<file path="src/core/rtcc_consts.svh">
/*
 * Constants of the real-time clock control block: location indices,
 * bit positions, power-on values and timing counts.
 * Assumes inclusion by bare name from the core/ directory.
 */
`ifndef RTCC_CONSTS_SVH
`define RTCC_CONSTS_SVH
// Location indices on the host I/O bus.
`define RTCC_IDX_SEC 7'h00
`define RTCC_IDX_MIN 7'h02
`define RTCC_IDX_HOUR 7'h04
`define RTCC_IDX_YEAR 7'h09
`define RTCC_IDX_RATE 7'h0a
`define RTCC_IDX_CTRL 7'h0b
`define RTCC_IDX_FLAGS 7'h0c
`define RTCC_IDX_ID 7'h0d
`define RTCC_IDX_RAM0 7'h0e
// Control register bit positions.
`define RTCC_CTRL_DSE 0
`define RTCC_CTRL_H24 1
`define RTCC_CTRL_BIN 2
`define RTCC_CTRL_UIE 4
`define RTCC_CTRL_AIE 5
`define RTCC_CTRL_PIE 6
`define RTCC_CTRL_SET 7
// Rate register fields.
`define RTCC_OSC_LSB 4
`define RTCC_OSC_RUN 3'h2
// Power-loss initial values.
`define RTCC_RATE_INIT 7'h26
`define RTCC_CTRL_INIT 8'h02
// Alarm bytes with both top bits set match any value.
`define RTCC_DONT_CARE 2'h3
// Timing: system clock, time base and update-in-progress lead.
`define RTCC_CLK_HZ 100000000
`define RTCC_TICK_HZ 32768
`define RTCC_CHAIN_W 15
`define RTCC_UIP_LEAD_US 244
`define RTCC_UIP_LEAD_TICKS \
    ((`RTCC_UIP_LEAD_US * `RTCC_TICK_HZ + 999999) / 1000000)
`endif

</file>
<file path="src/core/rtcc_pkg.sv">
/*
 * Types shared by the real-time clock control block.
 * Assumes nothing of its surroundings.
 */
package rtcc_pkg;
    // Update sequencer states, one-hot.
    typedef enum logic [2:0] {
        ST_IDLE = 3'b001,
        ST_UPD = 3'b010,
        ST_CHK = 3'b100
    } rtcc_state_type;
    // Time and calendar bytes in stored format.
    typedef struct packed {
        logic [7:0] year;
        logic [7:0] mon;
        logic [7:0] date;
        logic [7:0] dow;
        logic [7:0] hour;
        logic [7:0] min;
        logic [7:0] sec;
    } rtcc_time_type;
endpackage

</file>
<file path="src/core/rtcc_div_if.sv">
/*
 * Time-base signals between the divider chain and the control logic.
 * Assumes both ends run on the same system clock.
 */
`timescale 1ns/10ps
`default_nettype none
interface rtcc_div_if;
    logic run;
    logic tick;
    logic [14:0] chain;
    logic sec;
    logic pre;
    modport src (input run, output tick, output chain, output sec,
        output pre);
    modport snk (output run, input tick, input chain, input sec,
        input pre);
endinterface
`default_nettype wire

</file>
<file path="src/core/rtcc_divider.sv">
/*
 * Divider chain: makes a 32.768 kHz tick enable from the system clock,
 * counts ticks, and flags the second boundary and the update lead.
 * Assumes run is a level from the same clock domain.
 */
`timescale 1ns/10ps
`default_nettype none
`include "rtcc_consts.svh"
module rtcc_divider #(
    parameter int CLK_PER_TICK = `RTCC_CLK_HZ / `RTCC_TICK_HZ,
    parameter int LEAD_TICKS = `RTCC_UIP_LEAD_TICKS
) (
    input wire logic clk_i,
    rtcc_div_if.src bus
);
    localparam int CW = (CLK_PER_TICK > 1) ? $clog2(CLK_PER_TICK) : 1;
    localparam logic [14:0] PRE_AT = 15'((1 << 15) - LEAD_TICKS - 1);
    logic [CW-1:0] cnt;

    // Tick enable; a stopped oscillator holds the whole chain at zero.
    always_ff @(posedge clk_i) begin
        if (!bus.run) begin
            cnt <= '0;
            bus.tick <= 1'b0;
        end else if (cnt == CW'(CLK_PER_TICK - 1)) begin
            cnt <= '0;
            bus.tick <= 1'b1;
        end else begin
            cnt <= cnt + 1'b1;
            bus.tick <= 1'b0;
        end
    end

    // Chain of tick counts with second and lead pulses.
    always_ff @(posedge clk_i) begin
        if (!bus.run) begin
            bus.chain <= '0;
            bus.sec <= 1'b0;
            bus.pre <= 1'b0;
        end else begin
            if (bus.tick) begin
                bus.chain <= bus.chain + 1'b1;
            end
            bus.sec <= bus.tick && (bus.chain == 15'h7fff);
            bus.pre <= bus.tick && (bus.chain == PRE_AT);
        end
    end
endmodule
`default_nettype wire

</file>
<file path="src/core/rtcc_timestep.sv">
/*
 * Next-second calculator: advances time and calendar by one second in
 * binary or BCD, 12 or 24 hour form, with daylight-saving steps.
 * Assumes the current bytes hold legal values for the chosen format.
 */
`timescale 1ns/10ps
`default_nettype none
module rtcc_timestep import rtcc_pkg::*; (
    input wire rtcc_time_type cur_i,
    input wire logic hour24_i,
    input wire logic binary_i,
    input wire logic dse_i,
    input wire logic fall_done_i,
    output var rtcc_time_type next_o,
    output logic fall_hit_o
);
    function automatic logic [7:0] to_bin(input logic [7:0] v,
        input logic bin);
        return bin ? v : 8'(v[7:4]) * 8'd10 + 8'(v[3:0]);
    endfunction

    function automatic logic [7:0] to_fmt(input logic [7:0] v,
        input logic bin);
        return bin ? v : {4'(v / 8'd10), 4'(v % 8'd10)};
    endfunction

    // One-second advance worked in binary, then put back in format.
    always_comb begin
        logic [7:0] s, m, h, d, mo, y, w, dim, hb, hf;
        s = to_bin(cur_i.sec, binary_i) + 8'd1;
        m = to_bin(cur_i.min, binary_i);
        d = to_bin(cur_i.date, binary_i);
        mo = to_bin(cur_i.mon, binary_i);
        y = to_bin(cur_i.year, binary_i);
        w = to_bin(cur_i.dow, binary_i);
        hb = to_bin({1'b0, cur_i.hour[6:0]}, binary_i);
        h = hour24_i ? to_bin(cur_i.hour, binary_i) :
            (hb == 8'd12 ? 8'd0 : hb) + (cur_i.hour[7] ? 8'd12 : 8'd0);
        hf = 8'd0;
        dim = 8'd31;
        fall_hit_o = 1'b0;
        if (dse_i && w == 8'd1 && h == 8'd1 && m == 8'd59 &&
            s == 8'd60) begin
            if (mo == 8'd4 && d <= 8'd7) begin
                h = 8'd2; // Rolls on to 3:00:00.
            end else if (mo == 8'd10 && d >= 8'd25 && !fall_done_i) begin
                h = 8'd0; // Rolls on to 1:00:00, once.
                fall_hit_o = 1'b1;
            end
        end
        if (s == 8'd60) begin
            s = 8'd0;
            m = m + 8'd1;
        end
        if (m == 8'd60) begin
            m = 8'd0;
            h = h + 8'd1;
        end
        if (h == 8'd24) begin
            h = 8'd0;
            w = (w == 8'd7) ? 8'd1 : w + 8'd1;
            d = d + 8'd1;
        end
        case (mo)
            8'd2: dim = (y[1:0] == 2'd0) ? 8'd29 : 8'd28;
            8'd4, 8'd6, 8'd9, 8'd11: dim = 8'd30;
            default: dim = 8'd31;
        endcase
        if (d > dim) begin
            d = 8'd1;
            mo = mo + 8'd1;
        end
        if (mo > 8'd12) begin
            mo = 8'd1;
            y = (y == 8'd99) ? 8'd0 : y + 8'd1;
        end
        // Hours go back as 24-hour or as 1-12 with the PM bit on top.
        if (hour24_i) begin
            next_o.hour = to_fmt(h, binary_i);
        end else begin
            hb = (h >= 8'd12) ? h - 8'd12 : h;
            hf = to_fmt((hb == 8'd0) ? 8'd12 : hb, binary_i);
            next_o.hour = {(h >= 8'd12), hf[6:0]};
        end
        next_o.sec = to_fmt(s, binary_i);
        next_o.min = to_fmt(m, binary_i);
        next_o.date = to_fmt(d, binary_i);
        next_o.mon = to_fmt(mo, binary_i);
        next_o.year = to_fmt(y, binary_i);
        next_o.dow = to_fmt(w, binary_i);
    end
endmodule
`default_nettype wire

</file>
<file path="src/core/rtcc_top.sv">
/*
 * Real-time clock control, status and interrupt block with its time,
 * calendar, alarm and battery-backed byte store.
 * Assumes a host I/O bus synchronous to clk_i and a power-loss pin.
 */
// What this block does
// - With daylight saving on, first April Sunday jumps 1:59:59 to 3:00:00.
// - With daylight saving on, last October Sunday steps 1:59:59 to 1:00:00.
// - Hour-format bit 1 keeps 24-hour time, 0 keeps 12-hour AM/PM.
// - Data-format bit 1 stores binary, 0 stores BCD.
// - Update-inhibit bit set blocks every update cycle.
// - Update-ended flag clears during an update and sets after it.
// - Alarm flag sets on a time match, don't-care bytes always match.
// - Alarm flag clears on a flags read or on reset.
// - Periodic flag sets on the chosen tap change, whatever the enable.
// - Periodic flag clears on a flags read or on reset.
// - Periodic enable gates the interrupt, never the flag.
// - Request flag is the OR of each flag ANDed with its enable.
// - Flags register: bits 4-7 update, alarm, periodic, request; reset 0.
// - ID register: revision code in bits 0-3, untouched by reset.
// - ID bit 7 reads 0 after a power loss.
// - Reset leaves time, calendar and byte store unchanged.
// - Control bits: 0 DST, 1 hours, 2 data, 4-6 enables, 7 inhibit.
// - Interrupt enables reset to 0, other control bits keep value.
// - Writing 1 to the inhibit bit also clears update-in-progress.
// - Seven time and calendar bytes update each second, alarm checked each update.
`timescale 1ns/10ps
`default_nettype none
`include "rtcc_consts.svh"
module rtcc_top import rtcc_pkg::*; #(
    parameter int NUM_LOC = 128,
    parameter int CLK_PER_TICK = `RTCC_CLK_HZ / `RTCC_TICK_HZ,
    // Revision code value is arbitrary.
    parameter logic [3:0] REV_CODE = 4'h5
) (
    input wire logic clk_i,
    input wire logic rstn_i,
    input wire logic [6:0] io_addr_i,
    input wire logic io_wr_i,
    input wire logic io_rd_i,
    input wire logic [7:0] io_wdata_i,
    output logic [7:0] io_rdata_o,
    input wire logic supply_lost_i,
    output logic clock_host_interrupt_o
);
    logic lost_meta, lost_sync;
    logic [7:0] mem [0:NUM_LOC-1];
    logic [7:0] next_time [0:9];
    logic [3:0] rate_select_field;
    logic [2:0] osc_ctrl;
    logic update_in_progress;
    logic daylight_saving_enable, hour_24, data_format_binary, set_mode;
    logic update_irq_enable, alarm_irq_enable, periodic_irq_enable;
    logic update_ended_flag, alarm_flag, periodic_flag, irq_request_flag;
    logic ram_time_valid, fall_done, fall_hit;
    logic tap_now, tap_prev, per_evt, alarm_match, rd_c;
    rtcc_state_type state;
    rtcc_time_type cur, nxt;
    rtcc_div_if div_bus ();
    localparam logic [7:0] CTRL_INIT = `RTCC_CTRL_INIT;

    // Power-loss pin passes two flops before any logic reads it.
    always_ff @(posedge clk_i) begin
        lost_meta <= supply_lost_i;
        lost_sync <= lost_meta;
    end

    assign div_bus.run = (osc_ctrl == `RTCC_OSC_RUN);
    assign rd_c = io_rd_i && (io_addr_i == `RTCC_IDX_FLAGS);

    rtcc_divider #(
        .CLK_PER_TICK(CLK_PER_TICK),
        .LEAD_TICKS(`RTCC_UIP_LEAD_TICKS)
    ) u_div (
        .clk_i(clk_i),
        .bus(div_bus)
    );

    // Current time as a struct and the next-second values per location.
    assign cur = '{year: mem[9], mon: mem[8], date: mem[7], dow: mem[6],
        hour: mem[4], min: mem[2], sec: mem[0]};
    assign next_time = '{nxt.sec, mem[1], nxt.min, mem[3], nxt.hour,
        mem[5], nxt.dow, nxt.date, nxt.mon, nxt.year};

    rtcc_timestep u_step (
        .cur_i(cur),
        .hour24_i(hour_24),
        .binary_i(data_format_binary),
        .dse_i(daylight_saving_enable),
        .fall_done_i(fall_done),
        .next_o(nxt),
        .fall_hit_o(fall_hit)
    );

    // Byte store; reset never touches it, only a power loss does.
    for (genvar i = 0; i < NUM_LOC; i++) begin : g_loc
        if (i < 10) begin : g_time
            always_ff @(posedge clk_i) begin
                if (lost_sync) begin
                    mem[i] <= (i >= 6 && i <= 8) ? 8'h01 : 8'h00;
                end else if (state == ST_UPD) begin
                    mem[i] <= next_time[i];
                end else if (io_wr_i && io_addr_i == 7'(i)) begin
                    mem[i] <= io_wdata_i;
                end
            end
        end else begin : g_ram
            always_ff @(posedge clk_i) begin
                if (lost_sync) begin
                    mem[i] <= 8'h00;
                end else if (i >= 14 && io_wr_i && io_addr_i == 7'(i)) begin
                    mem[i] <= io_wdata_i;
                end
            end
        end
    end

    // Update sequencer: a second boundary starts one update cycle.
    always_ff @(posedge clk_i) begin
        if (!rstn_i) begin
            state <= ST_IDLE;
        end else begin
            case (state)
                ST_IDLE: begin
                    if (div_bus.sec && !set_mode) begin
                        state <= ST_UPD;
                    end
                end
                ST_UPD: state <= ST_CHK;
                ST_CHK: state <= ST_IDLE;
                default: state <= ST_IDLE;
            endcase
        end
    end

    // Update-in-progress rises ahead of the update and ends with it.
    always_ff @(posedge clk_i) begin
        if (!rstn_i) begin
            update_in_progress <= 1'b0;
        end else if (io_wr_i && io_addr_i == `RTCC_IDX_CTRL &&
            io_wdata_i[`RTCC_CTRL_SET]) begin
            update_in_progress <= 1'b0;
        end else if (div_bus.pre && !set_mode) begin
            update_in_progress <= 1'b1;
        end else if (state == ST_CHK) begin
            update_in_progress <= 1'b0;
        end
    end

    // Rate select and oscillator control keep their value through reset.
    always_ff @(posedge clk_i) begin
        if (lost_sync) begin
            {osc_ctrl, rate_select_field} <= `RTCC_RATE_INIT;
        end else if (io_wr_i && io_addr_i == `RTCC_IDX_RATE) begin
            {osc_ctrl, rate_select_field} <= io_wdata_i[6:0];
        end
    end

    // Control bits that reset leaves alone.
    always_ff @(posedge clk_i) begin
        if (lost_sync) begin
            {set_mode, data_format_binary, hour_24, daylight_saving_enable}
                <= {CTRL_INIT[7], CTRL_INIT[2:0]};
        end else if (io_wr_i && io_addr_i == `RTCC_IDX_CTRL) begin
            set_mode <= io_wdata_i[`RTCC_CTRL_SET];
            data_format_binary <= io_wdata_i[`RTCC_CTRL_BIN];
            hour_24 <= io_wdata_i[`RTCC_CTRL_H24];
            daylight_saving_enable <= io_wdata_i[`RTCC_CTRL_DSE];
        end
    end

    // Interrupt enables clear on reset.
    always_ff @(posedge clk_i) begin
        if (!rstn_i || lost_sync) begin
            update_irq_enable <= 1'b0;
            alarm_irq_enable <= 1'b0;
            periodic_irq_enable <= 1'b0;
        end else if (io_wr_i && io_addr_i == `RTCC_IDX_CTRL) begin
            update_irq_enable <= io_wdata_i[`RTCC_CTRL_UIE];
            alarm_irq_enable <= io_wdata_i[`RTCC_CTRL_AIE];
            periodic_irq_enable <= io_wdata_i[`RTCC_CTRL_PIE];
        end
    end

    // Periodic tap picked from the chain; rates 1 and 2 repeat 8 and 9.
    always_comb begin
        case (rate_select_field)
            4'h0: tap_now = 1'b0;
            4'h1: tap_now = div_bus.chain[6];
            4'h2: tap_now = div_bus.chain[7];
            default: tap_now = div_bus.chain[rate_select_field - 4'h2];
        endcase
    end

    always_ff @(posedge clk_i) begin
        tap_prev <= tap_now;
    end

    assign per_evt = tap_now && !tap_prev;

    // Alarm bytes match their time byte or hold a don't-care value.
    assign alarm_match =
        (mem[1][7:6] == `RTCC_DONT_CARE || mem[1] == mem[0]) &&
        (mem[3][7:6] == `RTCC_DONT_CARE || mem[3] == mem[2]) &&
        (mem[5][7:6] == `RTCC_DONT_CARE || mem[5] == mem[4]);

    // Flags: a setting event wins over a clearing read in the same cycle.
    always_ff @(posedge clk_i) begin
        if (!rstn_i) begin
            update_ended_flag <= 1'b0;
            alarm_flag <= 1'b0;
            periodic_flag <= 1'b0;
        end else begin
            if (state == ST_CHK) begin
                update_ended_flag <= 1'b1;
            end else if (state == ST_UPD || rd_c) begin
                update_ended_flag <= 1'b0;
            end
            if (state == ST_CHK && alarm_match) begin
                alarm_flag <= 1'b1;
            end else if (rd_c) begin
                alarm_flag <= 1'b0;
            end
            if (per_evt) begin
                periodic_flag <= 1'b1;
            end else if (rd_c) begin
                periodic_flag <= 1'b0;
            end
        end
    end

    assign irq_request_flag = (periodic_flag && periodic_irq_enable) ||
        (alarm_flag && alarm_irq_enable) ||
        (update_ended_flag && update_irq_enable);

    // Interrupt output follows the request flag one cycle later.
    always_ff @(posedge clk_i) begin
        if (!rstn_i) begin
            clock_host_interrupt_o <= 1'b0;
        end else begin
            clock_host_interrupt_o <= irq_request_flag;
        end
    end

    // Valid bit drops on power loss and returns on an ID read.
    always_ff @(posedge clk_i) begin
        if (lost_sync) begin
            ram_time_valid <= 1'b0;
        end else if (io_rd_i && io_addr_i == `RTCC_IDX_ID) begin
            ram_time_valid <= 1'b1;
        end
    end

    // Fall-back happens once per day; the day change rearms it.
    always_ff @(posedge clk_i) begin
        if (lost_sync) begin
            fall_done <= 1'b0;
        end else if (state == ST_UPD) begin
            if (fall_hit) begin
                fall_done <= 1'b1;
            end else if (nxt.date != cur.date) begin
                fall_done <= 1'b0;
            end
        end
    end

    // Read data is captured on the read strobe.
    always_ff @(posedge clk_i) begin
        if (!rstn_i) begin
            io_rdata_o <= 8'h00;
        end else if (io_rd_i) begin
            case (io_addr_i)
                `RTCC_IDX_RATE: io_rdata_o <=
                    {update_in_progress, osc_ctrl, rate_select_field};
                `RTCC_IDX_CTRL: io_rdata_o <= {set_mode,
                    periodic_irq_enable, alarm_irq_enable, update_irq_enable,
                    1'b0, data_format_binary, hour_24,
                    daylight_saving_enable};
                `RTCC_IDX_FLAGS: io_rdata_o <= {irq_request_flag,
                    periodic_flag, alarm_flag, update_ended_flag,
                    4'h0};
                `RTCC_IDX_ID: io_rdata_o <=
                    {ram_time_valid, 3'h0, REV_CODE};
                default: io_rdata_o <= mem[io_addr_i];
            endcase
        end
    end
endmodule
`default_nettype wire

</file>
<file path="config.mk">
export PLATFORM = sky130hd
export DESIGN_NAME = rtcc_top
export DESIGN_NICKNAME = d
export VERILOG_FILES = /design/src/core/rtcc_pkg.sv /design/src/core/rtcc_div_if.sv /design/src/core/rtcc_divider.sv /design/src/core/rtcc_timestep.sv /design/src/core/rtcc_top.sv
export VERILOG_INCLUDE_DIRS = /design/src /design/src/core
export SDC_FILE = /design/constraint.sdc
export NUM_CORES = 2
export LEC_CHECK = 0
export BUFFER_PORTS_ARGS = -buffer_cell sky130_fd_sc_hd__buf_2
export CAP_MARGIN = 20
export CORE_MARGIN = 2
export CORE_UTILIZATION = 62
export CTS_BUF_LIST = sky130_fd_sc_hd__clkbuf_8 sky130_fd_sc_hd__clkbuf_16
export DETAILED_ROUTE_END_ITERATION = 6
export PLACE_DENSITY_LB_ADDON = 0.15
export SYNTH_ARGS = -nofsm -noshare
export SYNTH_HDL_FRONTEND = slang
export SYNTH_SLANG_ARGS = --single-unit
</file>
<file path="constraint.sdc">
create_clock -name clk_i -period 14.3 [get_ports clk_i]
set_clock_uncertainty 0.15 [all_clocks]
set_input_delay 0 -clock clk_i [delete_from_list [all_inputs] [get_ports clk_i]]
set_output_delay 0 -clock clk_i [all_outputs]
set_load 0.05 [all_outputs]
</file>
### Yosys cells after proc, flatten, opt, wreduce, memory -nomap -nowiden

Memories as Yosys holds them, arrays and structs flattened.
Cells that the tools add are included.
W data, S select, Z words.

| operators by class | value |
|---|---|
| mux-type cells | 580 |
| divide/modulo/power cells | 16 |
| equality and inequality tests | 159 |
| add/subtract/negate cells | 20 |
| magnitude comparators | 6 |
| reduce and logical (&&, ||, !) cells | 171 |
| bitwise logic cells | 136 |
| multipliers | 8 |

Operators by type and width:

| kind | number |
|---|---|
| $mux W8 | 170 |
| $eq A7 B7 Y1 const B | 64 |
| $mux W1 | 402 |
| $eq A7 B6 Y1 const B | 32 |
| $logic_and A1 B1 Y1 | 147 |
| $or A1 B1 Y1 | 134 |
| $eq A7 B5 Y1 const B | 16 |
| $div A8 B4 Y8 const B | 8 |
| $mod A8 B4 Y8 const B | 8 |
| $add A8 B1 Y8 const B | 7 |
| $add A8 B4 Y8 | 7 |
| $eq A7 B4 Y1 const B | 8 |
| $mul A4 B3 Y7 const B | 7 |
| $eq A8 B4 Y1 const B | 4 |
| $pmux W8 S4 | 1 |
| $eq A15 B15 Y1 const B | 2 |
| $eq A7 B3 Y1 const B | 4 |
| $eq A8 B3 Y1 const B | 3 |
| $eq A8 B6 Y1 const B | 3 |
| $eq A8 B8 Y1 | 3 |
| $eq A8 B1 Y1 const B | 2 |
| $pmux W8 S2 | 1 |
| $add A15 B1 Y15 const B | 1 |
| $eq A7 B2 Y1 const B | 2 |
| other kinds (42) | 60 |

| storage, ports and cells | value |
|---|---|
| memories kept | 1 |
| logic and storage cells | 1,123 |
| output and inout bits | 9 |
| register bits after elaboration | 65 |
| RAM bits | 1,024 |

Memory list:

| name | depth | width | rd ports | clocked after Yosys merged registers in | write ports | line | source |
|---|---|---|---|---|---|---|---|
| mem | 128 | 8 | 11 | 0 | 128 | rtcc_top.sv:47 | `logic [7:0] mem [0:NUM_LOC-1];` |

### Depth between registers and ports, before layout

An unclocked memory read counts as a cell.

| depth | value |
|---|---|
| word-level depth | 26 |
| gate-level depth with buffers | 54 |
| mapped depth without buffers | 50 |

### Modules after synthesis

A second synthesis with hierarchy kept.

| second synthesis, totals | value |
|---|---|
| cell total of the unflattened synthesis | 4,841 |
| area, all modules | 58,882.7 um^2 |

Modules (own cells, without submodules):

| module | instances | area an instance (um^2) | cells each |
|---|---|---|---|
| rtcc_top | 1 | 48,699.2 | 3,383 |
| rtcc_timestep | 1 | 8,889.8 | 1,311 |
| rtcc_divider | 1 | 1,293.7 | 147 |

### Least setup slack after synthesis

OpenSTA, ideal clock, no wires.

| path | value |
|---|---|
| kind | reg-to-reg |
| start point | reg data_format_binary |
| end point | mem mem[4][2], data pin |
| setup time | 256 ps |
| arrival | 10,802 ps |
| cell stages (with the launch flop) | 51 |
| data required time | 13,894 ps |
| setup slack | 3,092 ps |
| cell sequence | dfxtp_1 buf_2 buf_4 buf_6 buf_4 buf_2 buf_2 buf_1 clkbuf_1 buf_1 clkbuf_1 clkbuf_1 buf_1 mux2_2 ha_1 o2111ai_1 a21oi_1 a211o_2 [15 not listed] inv_2 ha_1 a2111oi_4 mux2_2 maj3_1 a31oi_1 o31a_1 xnor2_1 inv_1 ha_1 nand2b_1 and3_1 o21ai_2 mux2_4 a21bo_2 nand2_1 or4b_1 a41o_1 |

RTL lines:

| what | line | source |
|---|---|---|
| from (decl) | rtcc_top.sv:52 | `logic daylight_saving_enable, hour_24, data_format_binary, set_mode;` |
| from (signal assigned) | rtcc_top.sv:166 | `` data_format_binary <= io_wdata_i[`RTCC_CTRL_BIN]; `` |
| to (decl) | rtcc_top.sv:47 |  |

==> results.md <==
* Crit path DAT at 12010 ps
* Drt wl/cell at 27.6 microns
* Ys async rst share at 0%
* Register area share after synthesis at 53.3%
* Via count at 39700
* Final GP Congestion at 0.933
* Die width at 311 microns
* CP Launch Type: flop
* CP most frequent cell: ha_1
* Worst path max stage delay at 550 ps
* CTS sink count at 1057
* Die area at 96600 sq um
* RSZ-0062 raised after global routing: no
* Critical Path RT at 14570 ps
* Number of nets still failing antenna checks after routing at 0
* Critical Path Fanout Max at 13
* Slew @ Worst Pin at 1150 ps
* Setup crit end kind: flop
* Mapped Cells at 4628
* IO Count at 29
* Worst Hold Launch: io_addr_i[3]
* Pins Over Slew Limit at 0
* PwrDens at 112 nW/um^2
* GRT Residual Overflow at 0
* Net count after synthesis at 4755
* FF-to-FF Start: mem[4][6]
* Period Utilization, post-route at 82.1%
* All-Layer GR Usage at 32.4%
* DRC at 0
* Cells after DPL at 5495
* Slowest stage cell, crit path: edfxtp_1
* Initial core utilization at 62.6%
* CTS clk-pin slew, worst paths at 70 ps
* Initial antenna violation count at 5
* Chip height at 311 microns
* Vias in the first global route at 38100
* YS warnings at 0
* Worst setup startpoint: mem[4][6]
* Outcome: finished clean
* CTS tree: done
* Prevailing post-synth register cell: edfxtp_1
* Post-synth top cells: 992 x edfxtp_1, 946 x and3_1, 433 x clkbuf_1, 312 x mux4_2, 232 x nand2_1
* DRT iter0 DRCs at 5188
* Detailed Route WL at 158000 microns
* Global-route wire length before repair at 239000 microns
* Htree depth at 3
* Most frequent cell after synthesis: edfxtp_1
* Syn_area_per_cell at 12.6 sq um
* Fin cells at 5718
* TritonRoute pass-1 iters at 6
* Post-cts sizing count at 0
* Area leader, netlist: edfxtp_1
* CTS root buf: clkbuf_16
* Setup_tns at 0 ps
* Leak Pwr at 27.6 nW
* Slew margin rel. at 23.6%
* Cell row count at 112
* Post-layout util at 67.2%
* Post-synth EDFFs at 992
* Synth cell types at 119
* Worst min path class: in -> reg
* Synth area leaders: edfxtp_1 51%, mux4_2 12%, and3_1 10%
* Layout area overhead at 7.34%
* WHS at 108 ps
* Skew-Pair Late Insertion Delay at 720 ps
* FMAX at 0.0852 GHz
* Design Power at 7.04 mW
* Largest net degree at the start of global routing at 139
* Post-synth top area share at 51.0%
* # setup viols final at 0
* VDD IR max at 0.000111 V
* Hpwl dp at 93900 microns
* Mapped Area at 58400 sq um
* Final net count at 4495
* Fin. Hold Viols at 0
* Clk buf depth at 3
* Yosys reg bits at 1057
* Max-cap violations at 0
* Port Buffers at 28
* Core Area at 93300 sq um
* Worst Path Class, Setup: reg -> reg
* CTS Buf Count at 107
* Final min period at 11740 ps
* Ratio of cells with drive above 1 in the final layout at 15.9%
* Number of vias per cell at 6.95
[cells in the final DEF (no fill, tap or decap), drive strengths merged, types with 14 or more instances in the layout]
cell type,instances
nor3,48
or3,19
o211ai,20
nor2b,19
clkinv,62
a21oi,92
and3,946
a21o,120
inv,71
o21ai,135
dfxtp,65
and2,48
nand2b,27
a22o,20
nor4,24
clkbuf,113
mux4,312
a31oi,24
nor3b,15
xor2,69
nor2,206
o31ai,16
xnor2,91
a211o,16
mux2,33
mux2i,57
nand4,22
nand3,62
a211oi,20
dlygate4sd3,18
o221ai,14
o21bai,15
buf,102
nand2,235
fa,15
edfxtp,992
ha,92
[area by class of cell]
class / count / area, sq um
fill: 6696 / 30700
tap: 1254 / 1570
inverter: 54 / 203
antenna: 2 / 5.00
multi-input combinational: 3028 / 25400
clock inverter: 90 / 678
sequential: 1057 / 31100
clock buffer: 113 / 2780
timing repair buffer: 120 / 941
[worst max-delay path, delay by kind of cell (launching register included)]
family / cells / cell delay, ps
adder cells (fa/ha/maj): 7 / 1830
AO/OA/AOI/OAI: 17 / 4480
multiplexers: 1 / 330
AND/OR/NAND/NOR: 13 / 2490
flip-flops: 1 / 550
buffers and inverters: 5 / 680
XOR/XNOR: 4 / 910
[path summary, 6_finish.rpt]
path / cells past startpoint / slack, ps / end
worst max register to register: 47 / 2560 / mem[9][3]
worst min-delay path: 4 / 110 / io_rdata_o[7]
worst min register to register: 0 / 240 / lost_sync
worst max-delay path: 47 / 2560 / mem[9][3]
[repair_timing]
| item | in CTS | in global routing |
|---|---|---|
| hold endpoints to repair | 414 | 0 |
| setup buffers | 0 | 0 |
| hold buffers | 18 | 0 |
[stage by stage]
| stage | setup WS, ps | instance area (sq um) |
|---|---|---|
| 2_1_floorplan | 3090 | 58400 |
| 3_3_place_gp | 2990 | 59000 |
| 3_5_place_dp | 2780 | 59000 |
| 4_1_cts | 2730 | 62700 |
| 5_1_grt | 1600 | 62700 |
| 6_report | 2560 | 62700 |
[where the power goes]
part | internal (mW) | switching (mW) | total (mW)
clock network | 1.54 | 1.23 | 2.76
logic | 0.291 | 0.564 | 0.855
registers | 3.39 | 0.0296 | 3.42
[cells by family after synthesis]
kind of cell / count (synthesis) / share of synthesized area [%]
and+or+nand+nor: 1713 / 16.5
DFF: 1057 / 53.3
AOI/OAI and AO/OA: 639 / 7.96
buffers and inverters: 543 / 3.57
muxes: 402 / 13.7
xor gates and xnor gates: 161 / 2.44
adders and majority gates: 113 / 2.59
[registers in the layout, indices dropped and copies added, names as in the netlist, 3 cells and up]
| register | flops |
|---|---|
| u_div.bus.chain | 15 |
| rate_select_field | 4 |
| osc_ctrl | 3 |
| u_div.cnt | 12 |
| io_rdata_o | 8 |
| mem | 992 |
| state | 3 |
[per-layer routing]
metal	vias up	share of wire (%)	global-route usage (%)
met3	285	10	5.15
met4	2	3.0	9.86
met2	2200	47	50.8
li1	17400	-	-
met1	19900	39	47.2
met5	-	0.010	0
Power figures use the tool's default switching activity.
